**config.mk**
```make
export PLATFORM = sky130hd
export DESIGN_NAME = sms_starter_mode_sequencer
export DESIGN_NICKNAME = d
export VERILOG_FILES = /design/src/sms_pkg.sv /design/src/sms_starter_mode_sequencer.sv
export SDC_FILE = /design/constraint.sdc
export NUM_CORES = 1
export LEC_CHECK = 0
export BUFFER_PORTS_ARGS = -buffer_cell sky130_fd_sc_hd__clkbuf_2
export CAP_MARGIN = 15
export CORE_ASPECT_RATIO = 0.7
export CORE_MARGIN = 8
export CORE_UTILIZATION = 45
export DETAILED_ROUTE_END_ITERATION = 12
export PLACE_DENSITY_LB_ADDON = 0.15
export SYNTH_ARGS = -nofsm -noshare
export SYNTH_HDL_FRONTEND = slang
export SYNTH_SLANG_ARGS = --single-unit
```
**constraint.sdc**
```tcl
create_clock -name pclk -period 19.85 [get_ports pclk]
set_input_delay 1.985 -clock pclk [delete_from_list [all_inputs] [get_ports pclk]]
set_output_delay 1.985 -clock pclk [all_outputs]
set_load 0.03 [all_outputs]
```
**src/sms_pkg.sv**
```systemverilog
package sms_pkg;

    // Register byte offsets on the APB bus.
    localparam logic [7:0] SMS_CTRL_OFS   = 8'h00;
    localparam logic [7:0] SMS_UTST_OFS   = 8'h04;
    localparam logic [7:0] SMS_FBT_OFS    = 8'h08;
    localparam logic [7:0] SMS_FLC_OFS    = 8'h0c;
    localparam logic [7:0] SMS_AOFS_OFS   = 8'h10;
    localparam logic [7:0] SMS_ASPAN_OFS  = 8'h14;
    localparam logic [7:0] SMS_STAT_OFS   = 8'h18;
    localparam logic [7:0] SMS_FIRE_OFS   = 8'h1c;

    // CTRL field positions.
    localparam int SMS_CTRL_MODE_LSB = 0;
    localparam int SMS_CTRL_FBEN_BIT = 2;
    localparam int SMS_CTRL_AOF_LSB  = 4;
    localparam int SMS_CTRL_CLR_BIT  = 8;

    // Reset values.
    localparam logic [15:0] SMS_UTST_RST  = 16'h2710;
    localparam logic [15:0] SMS_FBT_RST   = 16'h01f4;
    localparam logic [11:0] SMS_FLC_RST   = 12'h800;
    localparam logic [11:0] SMS_AOFS_RST  = 12'h000;
    localparam logic [11:0] SMS_ASPAN_RST = 12'h400;

    // Reference scale: 4096 is 100 percent; span 1024 is unity gain.
    localparam logic [12:0] SMS_REF_FULL   = 13'h1000;
    localparam int          SMS_SPAN_SHIFT = 10;
    localparam int          SMS_REF_SHIFT  = 12;
    localparam logic [12:0] SMS_LOOP_STEP  = 13'h0010;

    // Early transition thresholds in percent.
    localparam logic [6:0] SMS_CUR_PCT  = 7'h55;
    localparam logic [6:0] SMS_TIME_PCT = 7'h19;
    localparam logic [6:0] SMS_HUNDRED  = 7'h64;

    localparam logic [3:0] SMS_AOUT_FIRING = 4'ha;

    // Timing: a millisecond tick derived from the 40 ns clock.
    localparam int SMS_CLK_NS = 40;
    localparam int SMS_MS_NS  = 1000000;
    localparam int SMS_MS_CYC = SMS_MS_NS / SMS_CLK_NS;

    typedef enum logic [1:0] {
        SMS_MODE_STARDELTA = 2'h0,
        SMS_MODE_PHASE     = 2'h1,
        SMS_MODE_FOLLOW    = 2'h2,
        SMS_MODE_FULLV     = 2'h3
    } sms_mode_t;

    typedef enum logic [2:0] {
        SMS_ST_IDLE  = 3'h0,
        SMS_ST_START = 3'h1,
        SMS_ST_XFER  = 3'h3,
        SMS_ST_RUN   = 3'h2,
        SMS_ST_FAULT = 3'h6
    } sms_state_t;

    // Protection enable width and masks.
    localparam int SMS_PROT_W = 13;
    localparam logic [12:0] SMS_PROT_LISTED  = 13'h07ff;
    localparam logic [12:0] SMS_PROT_NOSTACK = 13'h07ff;
    localparam logic [12:0] SMS_PROT_NONE    = 13'h0000;

endpackage

```
**src/sms_starter_mode_sequencer.sv**
```systemverilog
// What this block does
// - Delta on timer, or early on low current
// - Transition energizes up-to-speed relay, run stays
// - Running holds until start removed or fault
// - Delta feedback enabled trips after feedback time
// - Star-delta ignores ramp, kick, decel settings
// - Star-delta holds thyristor gates inactive
// - Phase mode: run relay, firing from analog
// - Phase firing proportional, zero to full
// - Analog input scaled by offset and span
// - Analog output option ten shows firing level
// - Phase mode ignores ramp, kick, decel settings
// - Phase and follower offer listed protections only
// - Follower: run relay, gating, closed current loop
// - Follower full reference commands full load current
// - Follower mode ignores ramp, kick, decel settings
// - Full voltage: run relay, then up-to-speed relay
// - Full voltage keeps protections except stack ones
// - Full voltage ignores ramp, kick, decel settings
// - Full voltage holds thyristor gates inactive
// - Star-delta start energizes run relay first
// - Star-delta needs run and up-to-speed relays
//
// The implementer's own choices: the APB slave port and the register offsets.
`timescale 1ns/1ns
`default_nettype none
module sms_starter_mode_sequencer
    import sms_pkg::*;
#(
    parameter int MS_CYCLES = SMS_MS_CYC
) (
    input  wire logic        pclk,
    input  wire logic        presetn,
    input  wire logic        psel,
    input  wire logic        penable,
    input  wire logic        pwrite,
    input  wire logic [7:0]  paddr,
    input  wire logic [31:0] pwdata,
    output logic      [31:0] prdata,
    output logic             pready,
    output logic             pslverr,
    input  wire logic        start_cmd,
    input  wire logic        fault_in,
    input  wire logic        delta_contactor_fb,
    input  wire logic        line_zero_cross,
    input  wire logic [11:0] analog_in,
    input  wire logic [11:0] motor_current,
    output logic             run_relay,
    output logic             up_to_speed_relay,
    output logic             gate_enable,
    output logic      [12:0] firing_level,
    output logic      [12:0] analog_out,
    output logic      [12:0] prot_enable,
    output logic             trip
);

    typedef struct packed {
        sms_state_t  state;
        sms_mode_t   mode;
        logic        run_rly;
        logic        uts_rly;
        logic        gate_en;
        logic        trip_o;
        logic [12:0] firing;
        logic [12:0] aout;
        logic [12:0] prot;
        logic [15:0] tick_cnt;
        logic [15:0] ms;
        logic [15:0] fb_ms;
        logic        start_s1;
        logic        start_s2;
        logic        flt_s1;
        logic        flt_s2;
        logic        fb_s1;
        logic        fb_s2;
        logic        zc_s1;
        logic        zc_s2;
        logic        zc_d;
        sms_mode_t   cfg_mode;
        logic        fb_en;
        logic [3:0]  aout_func;
        logic [15:0] uts_time;
        logic [15:0] fb_time;
        logic [11:0] flc;
        logic [11:0] ain_off;
        logic [11:0] ain_span;
        logic        cause_flt;
        logic        cause_fb;
        logic        pready;
        logic        pslverr;
        logic [31:0] prdata;
    } sms_regs_t;

    localparam logic [15:0] MS_LAST = 16'(MS_CYCLES - 1);

    sms_regs_t r_ff;
    sms_regs_t nxt_r;

    logic        ms_tick;
    logic        half_cycle;
    logic [12:0] diff;
    logic [23:0] prod;
    logic [12:0] ref_scaled;
    logic [24:0] tgt_prod;
    logic [12:0] cur_tgt;
    logic [19:0] cur_lhs;
    logic [18:0] cur_rhs;
    logic [22:0] time_lhs;
    logic [22:0] time_rhs;
    logic        early_ok;
    logic        uts_done;
    logic        wr_acc;
    logic        clr_req;
    logic [31:0] rd_data;
    logic        rd_hit;

    always_comb begin
        ms_tick    = (r_ff.tick_cnt == MS_LAST);
        half_cycle = r_ff.zc_s2 & ~r_ff.zc_d;
        // Negative offset results clamp to zero, large ones to full scale.
        diff = {1'b0, analog_in} - {1'b0, r_ff.ain_off};
        prod = (diff[12] ? 24'h000000 : {12'h000, diff[11:0]})
               * {12'h000, r_ff.ain_span};
        if ((prod >> SMS_SPAN_SHIFT) > {11'h000, SMS_REF_FULL}) begin
            ref_scaled = SMS_REF_FULL;
        end else begin
            ref_scaled = prod[SMS_SPAN_SHIFT +: 13];
        end
        // Full reference gives exactly the full load current.
        tgt_prod = {12'h000, ref_scaled} * {13'h0000, r_ff.flc};
        cur_tgt  = tgt_prod[SMS_REF_SHIFT +: 13];
        cur_lhs  = {8'h00, motor_current} * {13'h0000, SMS_HUNDRED};
        cur_rhs  = 19'({7'h00, r_ff.flc} * {12'h000, SMS_CUR_PCT});
        time_lhs = {7'h00, r_ff.ms} * {16'h0000, SMS_HUNDRED};
        time_rhs = {7'h00, r_ff.uts_time} * {16'h0000, SMS_TIME_PCT};
        early_ok = (cur_lhs < {1'b0, cur_rhs})
                   && (time_lhs >= time_rhs);
        uts_done = (r_ff.ms >= r_ff.uts_time);
        wr_acc   = psel & penable & pwrite & r_ff.pready;
        clr_req  = wr_acc && (paddr == SMS_CTRL_OFS)
                   && pwdata[SMS_CTRL_CLR_BIT];
    end

    always_comb begin
        rd_hit  = 1'b1;
        rd_data = 32'h00000000;
        case (paddr)
            SMS_CTRL_OFS: begin
                rd_data[SMS_CTRL_MODE_LSB +: 2] = r_ff.cfg_mode;
                rd_data[SMS_CTRL_FBEN_BIT]      = r_ff.fb_en;
                rd_data[SMS_CTRL_AOF_LSB +: 4]  = r_ff.aout_func;
            end
            SMS_UTST_OFS:  rd_data[15:0] = r_ff.uts_time;
            SMS_FBT_OFS:   rd_data[15:0] = r_ff.fb_time;
            SMS_FLC_OFS:   rd_data[11:0] = r_ff.flc;
            SMS_AOFS_OFS:  rd_data[11:0] = r_ff.ain_off;
            SMS_ASPAN_OFS: rd_data[11:0] = r_ff.ain_span;
            SMS_STAT_OFS: begin
                rd_data[2:0] = r_ff.state;
                rd_data[4:3] = r_ff.mode;
                rd_data[5]   = r_ff.run_rly;
                rd_data[6]   = r_ff.uts_rly;
                rd_data[7]   = r_ff.gate_en;
                rd_data[8]   = r_ff.trip_o;
                rd_data[9]   = r_ff.cause_flt;
                rd_data[10]  = r_ff.cause_fb;
            end
            SMS_FIRE_OFS: begin
                rd_data[12:0]  = r_ff.firing;
                rd_data[28:16] = ref_scaled;
            end
            default: rd_hit = 1'b0;
        endcase
    end

    always_comb begin
        nxt_r = r_ff;

        nxt_r.start_s1 = start_cmd;
        nxt_r.start_s2 = r_ff.start_s1;
        nxt_r.flt_s1   = fault_in;
        nxt_r.flt_s2   = r_ff.flt_s1;
        nxt_r.fb_s1    = delta_contactor_fb;
        nxt_r.fb_s2    = r_ff.fb_s1;
        nxt_r.zc_s1    = line_zero_cross;
        nxt_r.zc_s2    = r_ff.zc_s1;
        nxt_r.zc_d     = r_ff.zc_s2;

        nxt_r.tick_cnt = ms_tick ? 16'h0000 : r_ff.tick_cnt + 16'h0001;

        // APB slave: one access cycle, error on unmapped addresses.
        nxt_r.pready  = psel & ~penable & ~r_ff.pready;
        nxt_r.pslverr = psel & ~penable & ~r_ff.pready & ~rd_hit;
        if (psel & ~penable & ~r_ff.pready & ~pwrite) begin
            nxt_r.prdata = rd_data;
        end
        if (wr_acc) begin
            case (paddr)
                SMS_CTRL_OFS: begin
                    nxt_r.cfg_mode  =
                        sms_mode_t'(pwdata[SMS_CTRL_MODE_LSB +: 2]);
                    nxt_r.fb_en     = pwdata[SMS_CTRL_FBEN_BIT];
                    nxt_r.aout_func = pwdata[SMS_CTRL_AOF_LSB +: 4];
                end
                SMS_UTST_OFS:  nxt_r.uts_time = pwdata[15:0];
                SMS_FBT_OFS:   nxt_r.fb_time  = pwdata[15:0];
                SMS_FLC_OFS:   nxt_r.flc      = pwdata[11:0];
                SMS_AOFS_OFS:  nxt_r.ain_off  = pwdata[11:0];
                SMS_ASPAN_OFS: nxt_r.ain_span = pwdata[11:0];
                default: ;
            endcase
        end

        if (ms_tick && r_ff.ms != 16'hffff) begin
            nxt_r.ms = r_ff.ms + 16'h0001;
        end
        if (ms_tick && r_ff.fb_ms != 16'hffff) begin
            nxt_r.fb_ms = r_ff.fb_ms + 16'h0001;
        end

        // Trip causes are sticky; a new cause beats a clear.
        if (clr_req && r_ff.state != SMS_ST_FAULT) begin
            nxt_r.cause_flt = 1'b0;
            nxt_r.cause_fb  = 1'b0;
        end

        case (r_ff.state)
            SMS_ST_IDLE: begin
                nxt_r.mode   = r_ff.cfg_mode;
                nxt_r.ms     = 16'h0000;
                nxt_r.firing = 13'h0000;
                if (r_ff.flt_s2) begin
                    nxt_r.cause_flt = 1'b1;
                    nxt_r.state     = SMS_ST_FAULT;
                end else if (r_ff.start_s2) begin
                    nxt_r.state = SMS_ST_START;
                end
            end
            SMS_ST_START: begin
                if (r_ff.flt_s2) begin
                    nxt_r.cause_flt = 1'b1;
                    nxt_r.state     = SMS_ST_FAULT;
                end else if (!r_ff.start_s2) begin
                    nxt_r.state = SMS_ST_IDLE;
                end else begin
                    case (r_ff.mode)
                        SMS_MODE_STARDELTA: begin
                            if (uts_done || early_ok) begin
                                nxt_r.fb_ms = 16'h0000;
                                nxt_r.state = SMS_ST_XFER;
                            end
                        end
                        SMS_MODE_FULLV: begin
                            if (uts_done) begin
                                nxt_r.state = SMS_ST_RUN;
                            end
                        end
                        default: nxt_r.state = SMS_ST_RUN;
                    endcase
                end
            end
            SMS_ST_XFER: begin
                if (r_ff.flt_s2) begin
                    nxt_r.cause_flt = 1'b1;
                    nxt_r.state     = SMS_ST_FAULT;
                end else if (!r_ff.start_s2) begin
                    nxt_r.state = SMS_ST_IDLE;
                end else if (!r_ff.fb_en || r_ff.fb_s2) begin
                    nxt_r.state = SMS_ST_RUN;
                end else if (r_ff.fb_ms >= r_ff.fb_time) begin
                    nxt_r.cause_fb = 1'b1;
                    nxt_r.state    = SMS_ST_FAULT;
                end
            end
            SMS_ST_RUN: begin
                if (r_ff.flt_s2) begin
                    nxt_r.cause_flt = 1'b1;
                    nxt_r.state     = SMS_ST_FAULT;
                end else if (!r_ff.start_s2) begin
                    nxt_r.state = SMS_ST_IDLE;
                end
            end
            SMS_ST_FAULT: begin
                nxt_r.firing = 13'h0000;
                if (r_ff.flt_s2) begin
                    nxt_r.cause_flt = 1'b1;
                end
                if (clr_req && !r_ff.flt_s2 && !r_ff.start_s2) begin
                    nxt_r.state = SMS_ST_IDLE;
                end
            end
            default: nxt_r.state = SMS_ST_IDLE;
        endcase

        // Firing comes from the reference or the follower current loop; no ramp or kick shaping.
        if (r_ff.state == SMS_ST_START || r_ff.state == SMS_ST_RUN) begin
            if (half_cycle && r_ff.mode == SMS_MODE_PHASE) begin
                nxt_r.firing = ref_scaled;
            end else if (half_cycle && r_ff.mode == SMS_MODE_FOLLOW) begin
                // Integrating loop steps the firing toward the target.
                if ({1'b0, motor_current} < cur_tgt) begin
                    if (r_ff.firing > SMS_REF_FULL - SMS_LOOP_STEP) begin
                        nxt_r.firing = SMS_REF_FULL;
                    end else begin
                        nxt_r.firing = r_ff.firing + SMS_LOOP_STEP;
                    end
                end else if ({1'b0, motor_current} > cur_tgt) begin
                    if (r_ff.firing < SMS_LOOP_STEP) begin
                        nxt_r.firing = 13'h0000;
                    end else begin
                        nxt_r.firing = r_ff.firing - SMS_LOOP_STEP;
                    end
                end
            end else if (r_ff.mode == SMS_MODE_STARDELTA
                         || r_ff.mode == SMS_MODE_FULLV) begin
                nxt_r.firing = 13'h0000;
            end
        end
        if (nxt_r.state == SMS_ST_FAULT) begin
            nxt_r.firing = 13'h0000;
        end

        // Relays and gating follow the next state so they are registered.
        nxt_r.run_rly = (nxt_r.state == SMS_ST_START)
                        || (nxt_r.state == SMS_ST_XFER)
                        || (nxt_r.state == SMS_ST_RUN);
        nxt_r.uts_rly = (nxt_r.state == SMS_ST_XFER)
                        || (nxt_r.state == SMS_ST_RUN
                            && (r_ff.mode == SMS_MODE_STARDELTA
                                || r_ff.mode == SMS_MODE_FULLV));
        nxt_r.gate_en = nxt_r.run_rly
                        && (r_ff.mode == SMS_MODE_PHASE
                            || r_ff.mode == SMS_MODE_FOLLOW);
        nxt_r.trip_o  = (nxt_r.state == SMS_ST_FAULT);

        case (r_ff.mode)
            SMS_MODE_PHASE,
            SMS_MODE_FOLLOW: nxt_r.prot = SMS_PROT_LISTED;
            SMS_MODE_STARDELTA,
            SMS_MODE_FULLV:  nxt_r.prot = SMS_PROT_NOSTACK;
            default:         nxt_r.prot = SMS_PROT_NONE;
        endcase

        if (r_ff.aout_func == SMS_AOUT_FIRING) begin
            nxt_r.aout = r_ff.firing;
        end else begin
            nxt_r.aout = 13'h0000;
        end
    end

    always_ff @(posedge pclk or negedge presetn) begin
        if (!presetn) begin
            r_ff          <= '0;
            r_ff.state    <= SMS_ST_IDLE;
            r_ff.mode     <= SMS_MODE_STARDELTA;
            r_ff.cfg_mode <= SMS_MODE_STARDELTA;
            r_ff.uts_time <= SMS_UTST_RST;
            r_ff.fb_time  <= SMS_FBT_RST;
            r_ff.flc      <= SMS_FLC_RST;
            r_ff.ain_off  <= SMS_AOFS_RST;
            r_ff.ain_span <= SMS_ASPAN_RST;
        end else begin
            r_ff <= nxt_r;
        end
    end

    assign prdata            = r_ff.prdata;
    assign pready            = r_ff.pready;
    assign pslverr           = r_ff.pslverr;
    assign run_relay         = r_ff.run_rly;
    assign up_to_speed_relay = r_ff.uts_rly;
    assign gate_enable       = r_ff.gate_en;
    assign firing_level      = r_ff.firing;
    assign analog_out        = r_ff.aout;
    assign prot_enable       = r_ff.prot;
    assign trip              = r_ff.trip_o;

endmodule
`default_nettype wire

```
## Word level (Yosys, flattened, before mapping)

Index checks and enable logic that the tools add are counted.

- Reductions and logical operators: 37
- Muxes and demuxes: 55
- $add $sub $neg: 6
- Bitwise gates (word level): 13
- Div/mod/pow operators: 0
- Order comparisons: 9
- Eq/ne operators: 23
- Shifts and indexed selects: 0
- Multipliers: 6

Operators by type and width:

| cell | number |
|---|---|
| 13-bit two-way mux | 14 |
| 16-bit two-way mux | 9 |
| 16-bit by 1-bit adder with 16-bit output (second input constant) | 3 |
| 16-bit by 5-bit multiplier with 21-bit output (second input constant) | 2 |
| 3-bit two-way mux | 13 |
| 8-bit by 5-bit == test with 1-bit output (second input constant) | 4 |
| 16-bit >= comparator | 2 |
| 16-bit inequality test (second input constant) | 2 |
| 4-bit case mux with 8 select lines | 1 |
| 13-bit by 12-bit multiplier with 25-bit output | 1 |
| 12-bit by 12-bit multiplier with 24-bit output | 1 |
| 3-bit case mux with 8 select lines | 1 |
| 23-bit by 21-bit >= comparator with 1-bit output | 1 |
| 3-bit case mux with 7 select lines | 1 |
| 19-bit < comparator | 1 |
| 12-bit by 7-bit multiplier with 19-bit output (second input constant) | 1 |
| 12-bit by 5-bit multiplier with 17-bit output (second input constant) | 1 |
| 16-bit by 15-bit == test with 1-bit output (second input constant) | 1 |
| 8-bit by 4-bit == test with 1-bit output (second input constant) | 2 |
| 3-bit case mux with 5 select lines | 1 |
| 14-bit by 13-bit greater-than comparator with 1-bit output (second input constant) | 1 |
| 13-bit by 5-bit adder with 13-bit output (second input constant) | 1 |
| 12-bit by 13-bit greater-than comparator with 1-bit output | 1 |
| 13-bit by 12-bit greater-than comparator with 1-bit output (second input constant) | 1 |
| 33 further kinds | 83 |

- ROM bits: 0
- Register bits: 213
- Latch bits: 0
- Output and inout port bits: 77
- Bits in writable memories: 0
- Word-level logic and storage cells: 183
- Memories kept: 0

## Longest topological paths before layout

Gate-level depths: netlist of the first run.

- Depth after elaboration: 13
- Depth in mapped cells: 66

## Worst setup path after synthesis of the first run

Ideal clock, no wire load.

- Kind: input-to-reg
- Start: in analog_in[1]
- End: reg r_ff (netlist bit firing_level[11])
- Data arrival time: 15.452 ns
- Slack: 4.270 ns
- Cell stages on the path: 61
- Cells stage by stage: ha_1 > nor2b_1 > o21ai_0 > a21oi_1 > o21ai_0 > a21boi_0 > o21ai_0 > a21boi_0 > o21a_1 > o41ai_1 > xnor2_1 > clkbuf_1 > nand3_1 > fa_1 > inv_1 > fa_1 > fa_1 > fa_1 > [... 25 more ...] > nand2_1 > a21oi_1 > or2_2 > inv_1 > a221oi_2 > nand2b_1 > a311oi_1 > xor2_1 > ha_1 > nand3_1 > nor2_1 > o21ai_0 > o211ai_1 > nand2_1 > mux2i_2 > nor3_1 > a221oi_1 > a21oi_1

RTL lines:

| what | line | source |
|---|---|---|
| start, declared | sms_starter_mode_sequencer.sv:46 | `input wire logic [11:0] analog_in,` |
| end signal, assigned | sms_starter_mode_sequencer.sv:363 | `r_ff <= nxt_r;` |
| end, declared | sms_starter_mode_sequencer.sv:96 | `sms_regs_t r_ff;` |

==> flow_summary.json, run 1 <==
{
  "cts-hold-fix-buffers": 0,
  "cp-start-kind": "primary input",
  "synth_ff_type": "dfrtp_1",
  "worst_skew_pair.late_latency_ps": 580,
  "worst_clock_skew_ps": 30.90,
  "synth_edf_count": 0,
  "area_growth_pct": 6.658,
  "critical_path_class": "primary input to flip-flop",
  "fp.coreArea_um2": 59960,
  "drt-total-wl_mm": 81.90,
  "grt_max_degree": 78,
  "hold_class": "flip-flop to flip-flop",
  "cts_tree": "built",
  "synth.most_common_cell": "inv_1",
  "max_stage_delay_ps": 800,
  "ys.warnings.count": 0,
  "firstDrtPassIters": 6,
  "nFillCells": 5767,
  "grt_pass1_vias": 22203,
  "path_common_cell": "fa_1",
  "initial_utilization_pct": 45.60,
  "max_slew.worst_pin.slew_ps": 1182,
  "numCtsBuffers": 24,
  "ys_seq_area_share_pct": 18.46,
  "leakage_nw": 15.75,
  "drive_gt1_share_pct": 9.585,
  "fin_area_um2": 29160,
  "worstPathMaxFanout": 14,
  "cts.repair.resized": 0,
  "vias": 21688,
  "endpoint_kind": "flip-flop",
  "crit_arrival_ps": 18460,
  "cp.required_ps": 20290,
  "max_cap_violations": 0,
  "antenna_found_initial": 2,
  "cts-root-buf": "clkbuf_16",
  "yosys-top-cells-area": "ha_1 19%, fa_1 19%, dfrtp_1 17%",
  "finalSetupViolCount": 0,
  "ir_drop_v": 0.00005334,
  "gp_congestion": 0.8993,
  "rsz0062_at_grt": "no",
  "drcViolationCount": 0,
  "maxSlewViolCount": 0,
  "synth_top_area_share_pct": 18.62,
  "final_hold_viol_count": 0,
  "synth_top_area_cell": "ha_1",
  "syn_avg_cell_area_um2": 8.832,
  "layout_min_cycle_time_ps": 18010,
  "n_antenna_cell": 0,
  "synth_commonest_cells": "526 x inv_1, 407 x ha_1, 345 x nand2_1",
  "final_util_pct": 48.63,
  "port-buffer-count": 128,
  "fp.dieH_um": 222.2,
  "overflow": 0,
  "ff_latch_area_um2": 5046,
  "power_density_nw_per_um2": 43.16,
  "cp_slowest_cell": "xnor2_1",
  "ios": 150,
  "max_slew_margin_pct": 20.60,
  "routedWlPerCell_um": 20.80,
  "multi_input_area_um2": 19420,
  "place_ws_ps": 1468,
  "grt_usage_pct": 23.04,
  "rows": 75,
  "fmax_mhz": 55.51,
  "finalSetupTns_ps": 0,
  "synth.distinct_cells": 96,
  "first_iter_violations": 1865,
  "final_antenna_net_count": 0,
  "grt_pass1_wl_mm": 127.8,
  "syn-cell-area_um2": 27340,
  "viasPerCell": 5.507,
  "synth-seq-cells": 201,
  "cts.path.max_buffers": 3,
  "cts.sinks": 201,
  "path_clk_slew_ps": 60,
  "status": "complete, no violations",
  "post-cts-setup-buffers": 0,
  "synthArstFlopShare_pct": 100.0,
  "dieWidth_um": 310.6,
  "fin_nets": 3846,
  "layout_setup_ws_ps": 1837,
  "htreeDepth": 1,
  "fin_crit_sh_pct": 90.75,
  "dieArea_um2": 69030,
  "placed_area_um2": 28350,
  "place_hpwl_mm": 65.03,
  "synthCells": 3096
}
[metrics by stage]
step	power, mW	hold slack, ps	cells
2_1_floorplan	0.6903	331.2	3100
3_3_place_gp	0.7898	337.0	3893
3_5_place_dp	0.7932	335.5	3893
4_1_cts	1.263	350.0	3937
5_1_grt	1.316	354.2	3938
6_report	1.259	348.9	3938
[area by class of cell]
| class | instances | area share (%) |
|---|---|---|
| clock buffer | 33 | 2.381 |
| clock inverter | 11 | 0.3990 |
| multi-input combinational | 2195 | 66.60 |
| timing repair buffer | 158 | 2.995 |
| inverter | 532 | 6.852 |
| tap | 808 | 3.467 |
| sequential | 201 | 17.30 |
[path summary, 6_finish.rpt]
| check | to | start | cells past startpoint | slack, ps |
|---|---|---|---|---|
| worst min-delay path | r_ff[116] | nxt_r[116] | 0 | 350 |
| worst max-delay path | firing_level[11] | analog_in[1] | 59 | 1840 |
| worst max register to register | firing_level[11] | r_ff[49] | 59 | 2790 |
| min in group asynchronous | r_ff[40] | presetn | 1 | 1330 |
| worst min register to register | r_ff[116] | nxt_r[116] | 0 | 350 |
| max in group asynchronous | prdata[20] | presetn | 2 | 17130 |
[state kept, by name (all words and copies together) (netlist names)]
signal             flops
pready                 1
nxt_r                  5
prot_enable            1
trip                   1
analog_out            13
r_ff                 134
gate_enable            1
run_relay              1
firing_level          13
up_to_speed_relay      1
prdata                29
pslverr                1
[cell families after synthesis]
group	count (synthesis)	share of synthesized area (%)
buffers and inverters	704	10.73
adder cells (fa/ha/maj)	661	37.22
XOR/XNOR	138	4.448
AND/OR/NAND/NOR	874	15.47
other	2	0.02747
multiplexers	41	1.679
flip-flops	201	18.46
AO/OA/AOI/OAI	475	11.98
[report_power, final]
part / leakage [nW] / total [mW] / switching [mW] / internal (mW)
registers: 2.57 / 0.464 / 0.0427 / 0.421
clock network: 0.393 / 0.464 / 0.204 / 0.260
logic: 12.8 / 0.331 / 0.211 / 0.120
[per-layer routing]
layer	vias up	GRT usage (%)	wire, µm
met4	2	4.425	1507
li1	10171	-	-
met1	10678	34.07	39110
met3	95	4.572	6564
met2	742	34.79	34700
met5	-	0	11
[worst max-delay path, delay by kind of cell]
kind,cells,cell delay (ps)
compound gates,22,4980
xor+xnor,2,910
fa+ha+maj,14,6510
buf+inv,8,700
mux,1,680
simple gates,12,2640
[cell usage in the layout, fill, tap and decap left out, types with 11 or more instances in the layout]
master / instances
nand4_1: 30
and2_1: 87
nand2b_1: 21
o211ai_1: 15
a31oi_1: 13
ha_1: 407
o21ai_0: 100
a21o_1: 56
nand3_1: 48
xor2_1: 63
mux2_2: 36
fa_1: 254
nor2_1: 141
a22o_1: 11
dfstp_2: 13
clkbuf_2: 128
a21oi_1: 104
o31ai_1: 16
a22oi_1: 40
or3_1: 13
nand2_1: 344
nor2b_1: 27
nor3_1: 70
inv_1: 526
clkbuf_16: 24
xnor2_1: 74
o21a_1: 18
dfrtp_1: 188
buf_4: 29
and3_1: 33
Note: power is estimated with default switching activity, not from simulation.
==> inputs of run 2 (changes only) <==
ABC_AREA = 1   (was not set)
SKIP_LAST_GASP = 1   (was not set)
==> run 2 against run 1 <==
Effect of this change: critical path depth grew 13; clock power shrank 11%; combinational power grew 63%; via count grew 3.3%; area after synthesis shrank 0.36%; die area shrank 0.34%; setup slack gained 1200 ps; critical path type unchanged; flip-flop and latch count is the same; maximum frequency grew 7.4%; first-iteration DRC count shrank 4.1%; clock-buffer cell count shrank 8.
==> flow_summary.json, run 2 <==
{
  "mostFrequentLayoutCells": "776 x inv_1, 617 x nand2_1, 407 x ha_1",
  "viasPerCell": 5.141,
  "synth.most_common_cell": "inv_1",
  "grt_max_degree": 85,
  "fin_crit_sh_pct": 84.50,
  "worst_skew_pair.late_latency_ps": 540,
  "rsz0062_at_grt": "no",
  "finalSetupTns_ps": 0,
  "gp_congestion": 0.9175,
  "path_clk_slew_ps": 70,
  "worst_clock_skew_ps": 16.40,
  "status": "complete, no violations",
  "first_iter_violations": 1788,
  "syn_avg_cell_area_um2": 7.773,
  "ys_seq_area_share_pct": 18.52,
  "min_path_cells": 0,
  "synth.distinct_cells": 49,
  "syn-cell-area_um2": 27240,
  "synth_ff_type": "dfrtp_1",
  "synthArstFlopShare_pct": 100.0,
  "cp.required_ps": 20310,
  "max_slew_margin_pct": 22.34,
  "final_antenna_net_count": 0,
  "final_common_cell": "inv_1",
  "ios": 150,
  "fp.dieH_um": 221.9,
  "place_hpwl_mm": 65.79,
  "yosys-top-cells-area": "ha_1 19%, fa_1 19%, dfrtp_1 17%",
  "firstDrtPassIters": 6,
  "critical_path_class": "primary input to flip-flop",
  "max_slew.worst_pin.slew_ps": 1161,
  "ys.warnings.count": 0,
  "grt_pass1_wl_mm": 123.8,
  "drt-total-wl_mm": 78.80,
  "routedWlPerCell_um": 18.07,
  "fin_area_um2": 28900,
  "leakage_nw": 15.62,
  "power_density_nw_per_um2": 49.45,
  "grt_pass1_vias": 21366,
  "synth_edf_count": 0,
  "vias": 22413,
  "max_stage_delay_ps": 760,
  "synthCells": 3505,
  "synth_top_area_share_pct": 18.69,
  "final_util_pct": 48.27,
  "maxSlewViolCount": 0,
  "layout_setup_ws_ps": 3077,
  "numCtsBuffers": 21,
  "cp-start-kind": "primary input",
  "worstPathMaxFanout": 12,
  "place_ws_ps": 2662,
  "largest_reg_flops": 134,
  "cts.repair.resized": 0,
  "overflow": 0,
  "reg2reg_depth": 72,
  "port-buffer-count": 128,
  "synth_top_area_cell": "ha_1",
  "dieWidth_um": 310.1,
  "endpoint_kind": "flip-flop",
  "synth_commonest_cells": "776 x inv_1, 617 x nand2_1, 407 x ha_1",
  "placed_area_um2": 28210,
  "finalSetupViolCount": 0,
  "fp.coreArea_um2": 59870,
  "drcViolationCount": 0,
  "cts-root-buf": "clkbuf_16",
  "final_hold_viol_count": 0,
  "dieArea_um2": 68800,
  "area_growth_pct": 6.067,
  "crit_arrival_ps": 17230,
  "cts_tree": "built",
  "synth-seq-cells": 201,
  "path_common_cell": "nand2_1",
  "fin_nets": 4271,
  "fmax_mhz": 59.62,
  "n_antenna_cell": 0,
  "ir_drop_v": 0.00004834,
  "antenna_found_initial": 3,
  "drive_gt1_share_pct": 5.912,
  "grt_usage_pct": 22.75,
  "max_cap_violations": 0,
  "htreeDepth": 1,
  "largest-register": "r_ff",
  "post-cts-setup-buffers": 0,
  "cts-hold-fix-buffers": 0,
  "cp_slowest_cell": "nor4_1",
  "hold_class": "flip-flop to flip-flop",
  "cts.path.max_buffers": 3,
  "initial_utilization_pct": 45.51,
  "cts.sinks": 201,
  "layout_min_cycle_time_ps": 16770,
  "rows": 75
}
-- run 2: changes by cell type in the layout (fill, tap and decap cells not counted), moves of 83 or more --
cell     delta
nand2_1   +273
inv_1     +250
nor2_1    +129
o21ai_0    +99
a21oi_1    +89
and2_1     -83
-- run 2: per-layer routing --
layer  track usage, %  up-vias  wire [µm]
met1            35.85    10584      39840
met5                0        -         38
met2            29.97      730      29190
met4            3.732        6       1354
li1                 -    11010          -
met3            7.183       83       8383
-- run 2: path summary, 6_finish.rpt --
path | startpoint | to | slack [ps]
max | analog_in[2] | firing_level[0] | 3080
max reg2reg | r_ff[49] | firing_level[0] | 4030
min | nxt_r[118] | r_ff[118] | 350
min reg2reg | nxt_r[118] | r_ff[118] | 350
min in group asynchronous | presetn | r_ff[154] | 1450
max in group asynchronous | presetn | r_ff[47] | 16340
-- run 2: power breakdown --
group / switching, mW / internal [mW] / total [mW]
registers: 0.0401 / 0.437 / 0.477
clock network: 0.185 / 0.230 / 0.414
logic: 0.361 / 0.177 / 0.538
total: 0.585 / 0.844 / 1.43
-- run 2: cells by family after synthesis --
family,share of synthesized area (%)
xor gates and xnor gates,3.054
other,0.02756
AOI/OAI and AO/OA,10.30
adders and majority gates,37.35
and+or+nand+nor,16.93
buffers and inverters,13.81
DFF,18.52
-- run 2: through the flow --
step | instances | hold slack, ps | total power, mW
global route | 4360 | 359.3 | 1.534
detailed placement | 4322 | 334.7 | 1.017
floorplan | 3509 | 331.2 | 0.8516
CTS | 4360 | 349.0 | 1.431
global placement | 4322 | 331.6 | 1.014
finish | 4360 | 347.2 | 1.429
-- run 2: final cells by class --
class / count / area, µm²
fillers: 6152 / 30970
multi-input cells: 2381 / 18450
flip-flops and latches: 201 / 5046
inverters: 796 / 2988
well taps: 808 / 1011
repair buffers: 136 / 710.7
clock buffers: 25 / 560.5
clock inverters: 13 / 128.9
-- run 2: critical path: cells and delay by family --
family	cells	cell delay, ps
buf+inv	10	1170
compound gates	9	1630
simple gates	38	5750
fa+ha+maj	14	6550
xor+xnor	1	110
